### config.mk
export PLATFORM = sky130hd
export DESIGN_NAME = dtdu_top
export DESIGN_NICKNAME = d
export VERILOG_FILES = /design/src/shared/dtdu_pkg.sv /design/src/rtl/dtdu_counter.sv /design/src/rtl/dtdu_top.sv
export VERILOG_INCLUDE_DIRS = /design/src /design/src/shared
export SDC_FILE = /design/constraint.sdc
export NUM_CORES = 1
export LEC_CHECK = 0
export BUFFER_PORTS_ARGS = -buffer_cell sky130_fd_sc_hd__buf_2
export CAP_MARGIN = 30
export CORE_ASPECT_RATIO = 1.4
export CORE_MARGIN = 1
export CORE_UTILIZATION = 62
export DETAILED_ROUTE_END_ITERATION = 8
export PLACE_DENSITY = 0.79
export SLEW_MARGIN = 40
export SYNTH_ARGS = -nofsm -noshare
export SYNTH_HDL_FRONTEND = slang
export SYNTH_SLANG_ARGS = --single-unit
### constraint.sdc
create_clock -name clk -period 3.6 [get_ports clk]
set_input_delay 0.54 -clock clk [delete_from_list [all_inputs] [get_ports clk]]
set_output_delay 0.54 -clock clk [all_outputs]
set_load 0.005 [all_outputs]
### src/shared/dtdu_cfg.svh
// Constants for the acquisition timing and output update block
// What this block does
// [RL1] Two output channels, each a 12-bit code loaded by low and high byte writes.
// [RL2] With deferred update clear, a channel code reaches its output on its write.
// [RL3] With deferred update set, outputs change only on counter 2 or external update falls.
// [RL4] Bipolar code 800 gives the lowest level; unipolar code zero gives zero volts.
// [RL5] Each group holds three 16-bit counters and one 8-bit mode register.
// [RL6] Group A paces acquisition; group B is left for host general timing.
// [RL7] Group A runs from 1 MHz derived from 10 MHz, or from general counter 0.
// [RL8] General counter 0 runs from a 2 MHz timebase.
// [RL9] General counter 0 as group A clock gives periods beyond 65,536 us.
// [RL10] In interval scanning, general counter 1 shares the acquisition counter 0 clock.
// [RL11] In interval scanning, each general counter 1 pulse starts one scan sequence; the code ignores pulses while acquisition is idle.
// [RL12] The far side supplies clocks for general counters 1 and 2 on the connector.
// [RL13] Single-channel interval mode counts samples, pauses until next interval start, repeats.
// [RL14] In controlled mode, acquisition ends when the sample counter has counted down to zero.
// [RL15] Each counter has its own clock, gate and output, numbered 0 to 2.
// [RL16] Sample interval counter pulses at zero, reloads and repeats until reprogrammed.
// [RL17] In controlled mode the sample counter gates off counter 0 when expired.
// [RL18] External update is synchronised before falling-edge detection; counter 2 output is not.
`ifndef DTDU_CFG_SVH
`define DTDU_CFG_SVH

// Host write port targets
`define DTDU_ADDR_ACQ0 4'h0
`define DTDU_ADDR_ACQ1 4'h1
`define DTDU_ADDR_ACQ2 4'h2
`define DTDU_ADDR_GEN0 4'h3
`define DTDU_ADDR_GEN1 4'h4
`define DTDU_ADDR_GEN2 4'h5
`define DTDU_ADDR_MODE_A 4'h6
`define DTDU_ADDR_MODE_B 4'h7
`define DTDU_ADDR_DAC0_LO 4'h8
`define DTDU_ADDR_DAC0_HI 4'h9
`define DTDU_ADDR_DAC1_LO 4'hA
`define DTDU_ADDR_DAC1_HI 4'hB
`define DTDU_ADDR_INTERVAL 4'hC

// Reset values
`define DTDU_MODE_A_RST 8'h05
`define DTDU_MODE_B_RST 8'h00
`define DTDU_INTERVAL_RST 8'h01
`define DTDU_CODE_RST 12'h000

// Code fields
`define DTDU_BIPOLAR_FLIP 12'h800
`define DTDU_HI_NIBBLE_W 4

// Timing
`define DTDU_CLK_PERIOD_NS 10
`define DTDU_OSC_PERIOD_NS 100
`define DTDU_TBA_PERIOD_NS 1000
`define DTDU_TBB0_PERIOD_NS 500
`define DTDU_OSC_DIV (`DTDU_OSC_PERIOD_NS / `DTDU_CLK_PERIOD_NS)
`define DTDU_TBA_DIV (`DTDU_TBA_PERIOD_NS / `DTDU_OSC_PERIOD_NS)
`define DTDU_TBB0_DIV (`DTDU_TBB0_PERIOD_NS / `DTDU_CLK_PERIOD_NS)

`endif

### src/shared/dtdu_pkg.sv
// Types for the acquisition timing and output update block
package dtdu_pkg;
	typedef logic [15:0] dtdu_count_t;
	typedef logic [11:0] dtdu_code_t;
	typedef logic [7:0] dtdu_byte_t;
	typedef logic [3:0] dtdu_addr_t;
	typedef enum logic [2:0] {
		DTDU_IDLE = 3'b001,
		DTDU_RUN = 3'b010,
		DTDU_PAUSE = 3'b100
	} dtdu_acq_e;
endpackage

### src/rtl/dtdu_counter.sv
// One 16-bit down counter with clock tick, gate and output
`timescale 1ns/1ns
`default_nettype none
module dtdu_counter (
	// Clock and reset
	input wire logic clk,
	input wire logic srst,
	// Counter clock, gate and mode
	input wire logic tick,
	input wire logic gate,
	input wire logic repeat_mode,
	// Load
	input wire logic load,
	input wire dtdu_pkg::dtdu_count_t load_value,
	// State
	output logic cnt_out,
	output logic expired
);
	import dtdu_pkg::*;

	dtdu_count_t count_reg;
	dtdu_count_t reload_reg;
	logic armed_reg;
	logic out_reg;

	wire count_now = tick && gate && armed_reg;
	wire at_one = (count_reg == 16'h0001);
	wire at_zero = (count_reg == 16'h0000);

	assign cnt_out = out_reg;
	assign expired = armed_reg && !repeat_mode && at_zero;

	always_ff @(posedge clk) begin
		if (srst) begin
			count_reg <= 16'h0000;
			reload_reg <= 16'h0000;
			armed_reg <= 1'b0;
			out_reg <= 1'b1;
		end else if (load) begin
			count_reg <= load_value;
			reload_reg <= load_value;
			armed_reg <= 1'b1;
			out_reg <= repeat_mode;
		end else if (count_now) begin
			if (repeat_mode) begin
				// Low for one count from the tick at one, reloaded on that same tick
				if (at_one) begin
					count_reg <= reload_reg; // RL16
					out_reg <= 1'b0; // RL16
				end else begin
					count_reg <= count_reg - 16'h0001;
					out_reg <= 1'b1;
				end
			end else if (!at_zero) begin
				count_reg <= count_reg - 16'h0001;
				out_reg <= at_one;
			end
		end
	end
endmodule
`default_nettype wire

### src/rtl/dtdu_top.sv
// Acquisition timing counters and output code update logic
`timescale 1ns/1ns
`default_nettype none
`include "dtdu_cfg.svh"
module dtdu_top (
	// Clock and reset
	input wire logic clk,
	input wire logic srst,
	// Host write port
	input wire logic host_wr,
	input wire dtdu_pkg::dtdu_addr_t host_addr,
	input wire dtdu_pkg::dtdu_count_t host_wdata,
	// Control levels and pulses
	input wire logic deferred_output_update_bit,
	input wire logic acq_clk_from_gen0,
	input wire logic interval_scan_mode,
	input wire logic single_interval_mode,
	input wire logic controlled_mode,
	input wire logic dac0_bipolar,
	input wire logic dac1_bipolar,
	input wire logic acq_start,
	input wire logic acq_stop,
	// Connector
	input wire logic gen_clk1,
	input wire logic gen_clk2,
	input wire logic [2:0] gen_gate,
	input wire logic external_output_update_n,
	output logic [2:0] acq_out,
	output logic [2:0] gen_out,
	output logic scan_start,
	output logic acq_running,
	// Output codes as levels, zero is lowest
	output dtdu_pkg::dtdu_code_t dac0_level,
	output dtdu_pkg::dtdu_code_t dac1_level
);
	import dtdu_pkg::*;

	function automatic logic fell(input logic prev, input logic cur);
		fell = prev && !cur;
	endfunction

	function automatic dtdu_code_t to_level(input dtdu_code_t code, input logic bipolar);
		to_level = bipolar ? (code ^ `DTDU_BIPOLAR_FLIP) : code; // RL4
	endfunction

	// Timebases
	logic [3:0] osc_div_reg;
	logic [3:0] tba_div_reg;
	logic [5:0] tbb0_div_reg;
	logic clk_ext1_prev_reg;
	logic clk_ext2_prev_reg;
	wire osc_tick = (osc_div_reg == 4'(`DTDU_OSC_DIV - 1));
	wire tick_1m = osc_tick && (tba_div_reg == 4'(`DTDU_TBA_DIV - 1));
	wire tick_2m = (tbb0_div_reg == 6'(`DTDU_TBB0_DIV - 1));

	always_ff @(posedge clk) begin
		if (srst) begin
			osc_div_reg <= 4'h0;
			tba_div_reg <= 4'h0;
			tbb0_div_reg <= 6'h00;
			clk_ext1_prev_reg <= 1'b0;
			clk_ext2_prev_reg <= 1'b0;
		end else begin
			osc_div_reg <= osc_tick ? 4'h0 : osc_div_reg + 4'h1;
			// 1 MHz from the 10 MHz oscillator tick
			if (osc_tick) begin
				tba_div_reg <= (tba_div_reg == 4'(`DTDU_TBA_DIV - 1)) ? 4'h0 : tba_div_reg + 4'h1; // RL7
			end
			tbb0_div_reg <= tick_2m ? 6'h00 : tbb0_div_reg + 6'h01; // RL8
			clk_ext1_prev_reg <= gen_clk1;
			clk_ext2_prev_reg <= gen_clk2;
		end
	end

	// Host write decode
	wire wr_mode_a = host_wr && (host_addr == `DTDU_ADDR_MODE_A);
	wire wr_mode_b = host_wr && (host_addr == `DTDU_ADDR_MODE_B);
	wire wr_d0_lo = host_wr && (host_addr == `DTDU_ADDR_DAC0_LO);
	wire wr_d0_hi = host_wr && (host_addr == `DTDU_ADDR_DAC0_HI);
	wire wr_d1_lo = host_wr && (host_addr == `DTDU_ADDR_DAC1_LO);
	wire wr_d1_hi = host_wr && (host_addr == `DTDU_ADDR_DAC1_HI);
	wire wr_interval = host_wr && (host_addr == `DTDU_ADDR_INTERVAL);

	dtdu_byte_t mode_a_reg;
	dtdu_byte_t mode_b_reg;
	dtdu_byte_t interval_reg;

	always_ff @(posedge clk) begin
		if (srst) begin
			mode_a_reg <= `DTDU_MODE_A_RST;
			mode_b_reg <= `DTDU_MODE_B_RST;
			interval_reg <= `DTDU_INTERVAL_RST;
		end else begin
			if (wr_mode_a) mode_a_reg <= host_wdata[7:0]; // RL5
			if (wr_mode_b) mode_b_reg <= host_wdata[7:0]; // RL5
			if (wr_interval) interval_reg <= host_wdata[7:0];
		end
	end

	// Six counters: 0..2 group A, 3..5 group B
	logic [5:0] c_tick;
	logic [5:0] c_gate;
	logic [5:0] c_out;
	logic [5:0] c_expired;
	logic [5:0] c_out_prev_reg;
	wire [5:0] c_fell = c_out_prev_reg & ~c_out;
	wire [5:0] c_repeat = {mode_b_reg[2:0], mode_a_reg[2:0]};
	dtdu_acq_e state_reg;
	dtdu_acq_e state_next;
	wire running = (state_reg == DTDU_RUN);

	// Group A clock, optionally from general counter 0 output
	wire clk_a = acq_clk_from_gen0 ? c_fell[3] : tick_1m; // RL7 RL9
	wire a0_gated_off = controlled_mode && c_expired[1]; // RL17

	assign c_tick[0] = clk_a;
	assign c_tick[1] = c_fell[0];
	assign c_tick[2] = clk_a;
	assign c_tick[3] = tick_2m; // RL8
	assign c_tick[4] = interval_scan_mode ? clk_a : (gen_clk1 && !clk_ext1_prev_reg); // RL10 RL12
	assign c_tick[5] = gen_clk2 && !clk_ext2_prev_reg; // RL12
	assign c_gate[0] = running && !a0_gated_off; // RL6 RL17
	assign c_gate[1] = running;
	assign c_gate[2] = 1'b1;
	assign c_gate[5:3] = gen_gate; // RL6

	genvar gi;
	generate
		for (gi = 0; gi < 6; gi = gi + 1) begin : g_cnt
			dtdu_counter u_cnt (
				.clk(clk),
				.srst(srst),
				.tick(c_tick[gi]),
				.gate(c_gate[gi]),
				.repeat_mode(c_repeat[gi]),
				.load(host_wr && (host_addr == 4'(gi))), // RL15
				.load_value(host_wdata),
				.cnt_out(c_out[gi]),
				.expired(c_expired[gi])
			);
		end
	endgenerate

	assign acq_out = c_out[2:0];
	assign gen_out = c_out[5:3];

	// Acquisition sequencing
	dtdu_byte_t samples_reg;
	logic scan_start_reg;
	wire scan_evt = interval_scan_mode && c_fell[4]; // RL11
	wire sample_evt = running && c_fell[0];
	wire interval_full = single_interval_mode && sample_evt && ((samples_reg + 8'h01) == interval_reg);
	wire acq_done = acq_stop || (controlled_mode && c_expired[1]); // RL14

	always_comb begin
		state_next = state_reg;
		case (state_reg)
			DTDU_IDLE: begin
				if (acq_start) state_next = DTDU_RUN;
			end
			DTDU_RUN: begin
				if (acq_done) state_next = DTDU_IDLE; // RL14
				else if (interval_full) state_next = DTDU_PAUSE; // RL13
			end
			DTDU_PAUSE: begin
				if (acq_done) state_next = DTDU_IDLE;
				else if (scan_evt) state_next = DTDU_RUN; // RL13
			end
			default: state_next = DTDU_IDLE;
		endcase
	end

	always_ff @(posedge clk) begin
		if (srst) begin
			state_reg <= DTDU_IDLE;
			samples_reg <= 8'h00;
			scan_start_reg <= 1'b0;
			c_out_prev_reg <= 6'h3F;
		end else begin
			state_reg <= state_next;
			c_out_prev_reg <= c_out;
			scan_start_reg <= scan_evt && (state_reg != DTDU_IDLE); // RL11
			if (state_next != DTDU_RUN) samples_reg <= 8'h00;
			else if (sample_evt) samples_reg <= samples_reg + 8'h01; // RL13
		end
	end

	assign scan_start = scan_start_reg;

	logic acq_running_reg;
	always_ff @(posedge clk) begin
		if (srst) acq_running_reg <= 1'b0;
		else acq_running_reg <= (state_next == DTDU_RUN);
	end
	assign acq_running = acq_running_reg;

	// External update synchroniser
	logic upd_s1_reg;
	logic upd_s2_reg;
	logic upd_s3_reg;
	always_ff @(posedge clk) begin
		if (srst) begin
			upd_s1_reg <= 1'b1;
			upd_s2_reg <= 1'b1;
			upd_s3_reg <= 1'b1;
		end else begin
			upd_s1_reg <= external_output_update_n; // RL18
			upd_s2_reg <= upd_s1_reg;
			upd_s3_reg <= upd_s2_reg;
		end
	end
	wire upd_evt = fell(upd_s3_reg, upd_s2_reg) || fell(c_out_prev_reg[2], c_out[2]); // RL3 RL18

	// Output codes
	dtdu_code_t code0_reg;
	dtdu_code_t code1_reg;
	dtdu_code_t level0_reg;
	dtdu_code_t level1_reg;
	wire dtdu_code_t code0_next = wr_d0_hi ? {host_wdata[`DTDU_HI_NIBBLE_W-1:0], code0_reg[7:0]} :
		wr_d0_lo ? {code0_reg[11:8], host_wdata[7:0]} : code0_reg; // RL1
	wire dtdu_code_t code1_next = wr_d1_hi ? {host_wdata[`DTDU_HI_NIBBLE_W-1:0], code1_reg[7:0]} :
		wr_d1_lo ? {code1_reg[11:8], host_wdata[7:0]} : code1_reg; // RL1
	wire apply0 = deferred_output_update_bit ? upd_evt : (wr_d0_lo || wr_d0_hi); // RL2 RL3
	wire apply1 = deferred_output_update_bit ? upd_evt : (wr_d1_lo || wr_d1_hi); // RL2 RL3

	always_ff @(posedge clk) begin
		if (srst) begin
			code0_reg <= `DTDU_CODE_RST;
			code1_reg <= `DTDU_CODE_RST;
			level0_reg <= `DTDU_CODE_RST;
			level1_reg <= `DTDU_CODE_RST;
		end else begin
			code0_reg <= code0_next;
			code1_reg <= code1_next;
			if (apply0) level0_reg <= to_level(code0_next, dac0_bipolar); // RL2 RL4
			if (apply1) level1_reg <= to_level(code1_next, dac1_bipolar); // RL2 RL4
		end
	end

	assign dac0_level = level0_reg;
	assign dac1_level = level1_reg;
endmodule
`default_nettype wire

==> results.sh, run 1 <==
export IMPL_power_internal_mw=5.56
export IMPL_dpl_cell_count=2127
export IMPL_drive_gt1_share_pct=11.0
export IMPL_dp_slack_ns=0.636
export IMPL_area_delta_synth_final_pct=10.1
export IMPL_pwr_density_cell_nw_per_um2=456
export IMPL_worst_path_buf_inv=0
export IMPL_cts_setup_buffers=0
export IMPL_critPathArrivalTime_ns=3.40
export IMPL_pwr_share_comb_pct=10.0
export IMPL_syn_area_um2=14700
export IMPL_post_route_period_util_pct=81.8
export IMPL_totalPowerFinal_mw=7.36
export IMPL_cts_buffers=29
export IMPL_syn_inst=1857
export IMPL_end_kind="register"
export IMPL_dpl_instance_area_um2=15200
export IMPL_path_max_fanout=32
export IMPL_ys_seq_area_share_pct=41.2
export IMPL_vias=13600
export IMPL_rsz0062_at_grt="false"
export IMPL_gr_total_overflow=0
export IMPL_via_per_inst=6.23
export IMPL_peakVddDrop_v=0.000425
export IMPL_clock_sinks=302
export IMPL_cts_resized=0
export IMPL_yosys_warnings=0
export IMPL_slew_headroom_pct=49.3
export IMPL_drv_slew=0
export IMPL_die_y_um=184
export IMPL_synth_cell_type_count=71
export IMPL_dp_hpwl_um=25400
export IMPL_drt_total_wl_um=38900
export IMPL_path_delay_family="simple AND/OR/NAND/NOR gates"
export IMPL_timing_fmax_mhz=340
export IMPL_diodes=0
export IMPL_critPathLaunchType="register"
export IMPL_setup_viol=0
export IMPL_final_common_cell="dfxtp_1"
export IMPL_ys_ff_latch=302
export IMPL_cts_tree="done"
export IMPL_tns_ns=0
export IMPL_critical_path_class="register to register"
export IMPL_maxCapViolCount=0
export IMPL_io_pins=70
export IMPL_final_cells=2178
export IMPL_clock_latency_ns=0.55
export IMPL_fin_ws_ns=0.655
export IMPL_drt_iter0_drc=1182
export IMPL_fin_nets=1909
export IMPL_status="complete, no violations"
export IMPL_wl_per_cell_um=17.9
export IMPL_cts_buffer_depth=3
export IMPL_hp_class="primary input to register"
export IMPL_fin_area_um2=16200
export IMPL_grt_pass1_wl_um=63800
export IMPL_first_pass_iters=5
export IMPL_antenna_found_initial=1
export IMPL_pwr_share_clk_pct=42.7
export IMPL_route_detailed_drc=0
export IMPL_skew_ns=0.0154
export IMPL_grt_max_degree=117
export IMPL_h_tree_depth=1
export IMPL_initial_core_util_pct=63.3
export IMPL_cts_root_buf="clkbuf_16"
export IMPL_syn_mean_instance_area_um2=7.90
export IMPL_hold_violations=0
export IMPL_synth_main_ff_cell="dfxtp_1"
export IMPL_critPathMaxStageDelay_ns=0.60
export IMPL_power_switching_mw=1.80
export IMPL_slowest_stage="or4_4"
export IMPL_num_rows=66
export IMPL_die_x_um=132
export IMPL_period_minus_slack_ns=2.95
export IMPL_final_cell_mix="dfxtp_1, nand2_1, nor2_1, a21oi_1, buf_2"
export IMPL_gp_congestion=0.917
export IMPL_path_cells="or4_4 > or4_4 > or4_4 > nand3_4 > nand2_1 > a311oi_1"
export IMPL_postSynth_asyncResetShare_pct=0
export IMPL_leakage_nw=6.24
export IMPL_die_area_um2=24300
export IMPL_cp_required_ns=4.05
export IMPL_grt_pass1_vias=13000
export IMPL_ant_nets=0
export IMPL_port_buffers=69
export IMPL_worst_pin_slew_ns=0.758
export IMPL_clkSlewWorstSetupHoldPaths_ns=0.06
export IMPL_netSwitchingFraction_pct=24.4
export IMPL_syn_nets=1913
export IMPL_p_seq_share_pct=47.2
export IMPL_cts_hold_buf=0
export IMPL_track_usage_pct=32.0
export IMPL_fill_cells=1905
export IMPL_crit_top_cell="or4_4"
export IMPL_core_area_um2=23200
export IMPL_synth_edff_count=0
## power groups by stage
stage          clock network (mW)  logic, mW  registers [mW]
4_1_cts                      3.19      0.728            3.48
3_5_place_dp                    0      0.721            3.55
6_report                     3.14      0.738            3.48
2_1_floorplan                   0      0.539            3.53
3_3_place_gp                    0      0.708            3.55
5_1_grt                      3.31      0.815            3.48
## cell type report
cell class	instances	area [um^2]	area share, %
clock buffers	42	865	5.35
flip-flops and latches	302	6050	37.4
inverters	33	124	0.767
clock inverters	8	124	0.767
repair buffers	108	659	4.08
multi-input cells	1379	7960	49.2
well taps	306	383	2.37
## cells by family (layout without fill, tap and decap cells)
group | Yosys count | in the layout | synth area share, %
AOI/OAI and AO/OA | 495 | 495 | 21.6
xor gates and xnor gates | 70 | 70 | 4.18
adders and majority gates | 18 | 18 | 1.53
buffers and inverters | 176 | 191 | 4.88
DFF | 302 | 302 | 41.2
muxes | 42 | 42 | 2.87
and+or+nand+nor | 754 | 754 | 23.8
## routing by layer
| metal | track usage [%] | share of wire (%) | vias up |
|---|---|---|---|
| met1 | 38.2 | 39 | 6377 |
| met5 | 0 | 0.033 | - |
| met4 | 14.9 | 4.0 | 2 |
| met3 | 4.30 | 7.2 | 120 |
| li1 | - | - | 6562 |
| met2 | 56.7 | 49 | 504 |
## metrics by stage
stage | hold WS [ns] | utilization [%]
2_1_floorplan | 0.389 | -
3_5_place_dp | 0.403 | 65.3
4_1_cts | 0.175 | 69.6
3_3_place_gp | 0.398 | 65.3
6_report | 0.187 | 69.6
5_1_grt | 0.182 | 69.6
## synthesized netlist by cell type, types with 8 or more instances
cell	n	area share, %
a211oi_1	52	2.7
a21oi_1	189	6.4
mux2i_1	41	2.8
o31ai_1	12	0.61
ha_1	18	1.5
or2_2	20	0.85
o21ai_0	63	2.1
nor2_1	205	5.2
nor4_1	33	1.4
a211o_1	12	0.72
nor3_1	41	1.4
nand3_1	35	1.2
or4_1	17	0.87
or3_1	24	1.0
o211a_1	8	0.55
xor2_1	21	1.3
nand2b_1	11	0.47
nor3b_1	8	0.41
o211ai_1	30	1.5
dfxtp_1	302	41
nand4_1	10	0.43
nand2_1	301	7.7
a31oi_1	14	0.60
inv_1	33	0.84
a21boi_0	14	0.72
o22ai_1	28	1.2
xnor2_1	49	2.9
clkbuf_1	122	3.1
a311oi_1	12	0.72
## path summary, 6_finish.rpt
| check | start | endpoint | slack [ns] | cells after the start |
|---|---|---|---|---|
| worst max-delay path | g_cnt[1].u_cnt.count_reg[2] | g_cnt[0].u_cnt.count_reg[6] | 0.65 | 6 |
| worst min-delay path | external_output_update_n | upd_s1_reg | 0.19 | 2 |
| worst max register to register | g_cnt[1].u_cnt.count_reg[2] | g_cnt[0].u_cnt.count_reg[6] | 0.65 | 6 |
| worst min register to register | upd_s1_reg | upd_s2_reg | 0.42 | 1 |
Note: power is estimated with default switching activity, not from simulation.
==> run 2, diff against run 1 <==
==> constraint.sdc (replaced) <==
create_clock -name clk -period 3.1 [get_ports clk]
set_input_delay 0.465 -clock clk [delete_from_list [all_inputs] [get_ports clk]]
set_output_delay 0.465 -clock clk [all_outputs]
set_load 0.005 [all_outputs]
==> results.sh, run 2 (synthesis gave the netlist of run 1 again) <==
export IMPL_ant_nets=0
export IMPL_route_detailed_drc=0
export IMPL_cts_hold_buf=0
export IMPL_die_x_um=132
export IMPL_end_kind="register"
export IMPL_via_per_inst=6.24
export IMPL_critPathLaunchType="register"
export IMPL_r2r_slack_ns=0.19
export IMPL_grt_max_degree=101
export IMPL_dp_hpwl_um=25500
export IMPL_cts_tree="done"
export IMPL_fin_ws_ns=0.189
export IMPL_cts_buffers=30
export IMPL_area_delta_synth_final_pct=10.9
export IMPL_pwr_density_cell_nw_per_um2=525
export IMPL_tns_ns=0
export IMPL_critical_path_class="register to register"
export IMPL_die_y_um=184
export IMPL_num_rows=66
export IMPL_rr_startpoint="tba_div_reg[1]"
export IMPL_hold_slack_ns=0.115
export IMPL_port_buffers=69
export IMPL_cts_resized=0
export IMPL_utilization_pct=70.1
export IMPL_totalPowerFinal_mw=8.55
export IMPL_fin_area_um2=16300
export IMPL_h_tree_depth=1
export IMPL_first_pass_iters=6
export IMPL_leakage_nw=6.32
export IMPL_min_delay_worst_endpoint="upd_s1_reg"
export IMPL_ff2ff_path_depth=6
export IMPL_clock_latency_ns=0.57
export IMPL_track_usage_pct=32.1
export IMPL_dpl_cell_count=2139
export IMPL_final_cell_mix="dfxtp_1, nand2_1, nor2_1, a21oi_1, buf_2"
export IMPL_grt_pass1_wl_um=63900
export IMPL_grt_pass1_vias=12900
export IMPL_clock_sinks=302
export IMPL_period_minus_slack_ns=2.91
export IMPL_hp_class="primary input to register"
export IMPL_antenna_found_initial=0
export IMPL_status="complete, no violations"
export IMPL_clkSlewWorstSetupHoldPaths_ns=0.06
export IMPL_setup_viol=0
export IMPL_maxCapViolCount=0
export IMPL_r2r_end="g_cnt[0].u_cnt.count_reg[0]"
export IMPL_drive_gt1_share_pct=11.8
export IMPL_slew_headroom_pct=48.3
export IMPL_wl_per_cell_um=17.9
export IMPL_initial_core_util_pct=63.3
export IMPL_cts_setup_buffers=0
export IMPL_cts_root_buf="clkbuf_16"
export IMPL_skew_ns=0.0186
export IMPL_critPathArrivalTime_ns=3.38
export IMPL_dp_slack_ns=0.0817
export IMPL_fin_nets=1921
export IMPL_gp_congestion=0.936
export IMPL_dpl_instance_area_um2=15300
export IMPL_die_area_um2=24300
export IMPL_hold_violations=0
export IMPL_cts_buffer_depth=3
export IMPL_worst_pin_slew_ns=0.768
export IMPL_cp_required_ns=3.57
export IMPL_gr_total_overflow=0
export IMPL_core_area_um2=23200
export IMPL_io_pins=70
export IMPL_drt_total_wl_um=39200
export IMPL_drt_iter0_drc=1079
export IMPL_peakVddDrop_v=0.000609
export IMPL_timing_fmax_mhz=344
export IMPL_final_common_cell="dfxtp_1"
export IMPL_path_max_fanout=32
export IMPL_drv_slew=0
export IMPL_rsz0062_at_grt="false"
export IMPL_vias=13700
export IMPL_final_cells=2194
export IMPL_hp_start="external_output_update_n"
export IMPL_post_route_period_util_pct=93.9
export IMPL_min_path_cells=2
export IMPL_diodes=0
## run 2: worst max-delay path, stage by stage (launching register included)
cell and delay (ns):
dfxtp_1 0.35, or4b_2 0.66, o21ai_0 0.49, and3_1 0.32, nand3_4 0.31, or4_1 0.58, o211ai_1 0.10
## run 2: where the power goes
part           internal [mW]  switching [mW]
sequential              3.96          0.0703
combinational          0.333           0.544
clock                   2.08            1.55
## run 2: worst max path at each step
stage | start | endpoint | slack (ns) | cells after the start
after floorplan | g_cnt[1].u_cnt.count_reg[2] | g_cnt[0].u_cnt.count_reg[11] | 0.38 | 8
after global placement | acq_clk_from_gen0 | g_cnt[0].u_cnt.count_reg[0] | 0.15 | 7
after detailed placement | acq_clk_from_gen0 | g_cnt[0].u_cnt.count_reg[0] | 0.08 | 7
after CTS | g_cnt[1].u_cnt.count_reg[2] | g_cnt[0].u_cnt.count_reg[13] | 0.21 | 6
after global routing | g_cnt[1].u_cnt.count_reg[2] | g_cnt[0].u_cnt.count_reg[4] | 0.04 | 6
final | tba_div_reg[1] | g_cnt[0].u_cnt.count_reg[0] | 0.19 | 6
## run 2: final cells by class
cell class                      instances  area (um^2)
Inverter                               33          124
Sequential cell                       302         6050
Clock buffer                           45          938
Multi-Input combinational cell       1379         7960
Timing Repair Buffer                  119          767
Clock inverter                         10         58.8
Tap cell                              306          383
Fill cell                            1870         6930
## run 2: routing by layer
| metal | routed length (um) | GRT usage [%] | part of all wire (%) |
|---|---|---|---|
| met1 | 16000 | 39.5 | 41 |
| met2 | 18500 | 55.0 | 47 |
| met3 | 2570 | 3.47 | 6.6 |
| met4 | 2070 | 17.6 | 5.3 |
| met5 | 0 | 0 | 0 |
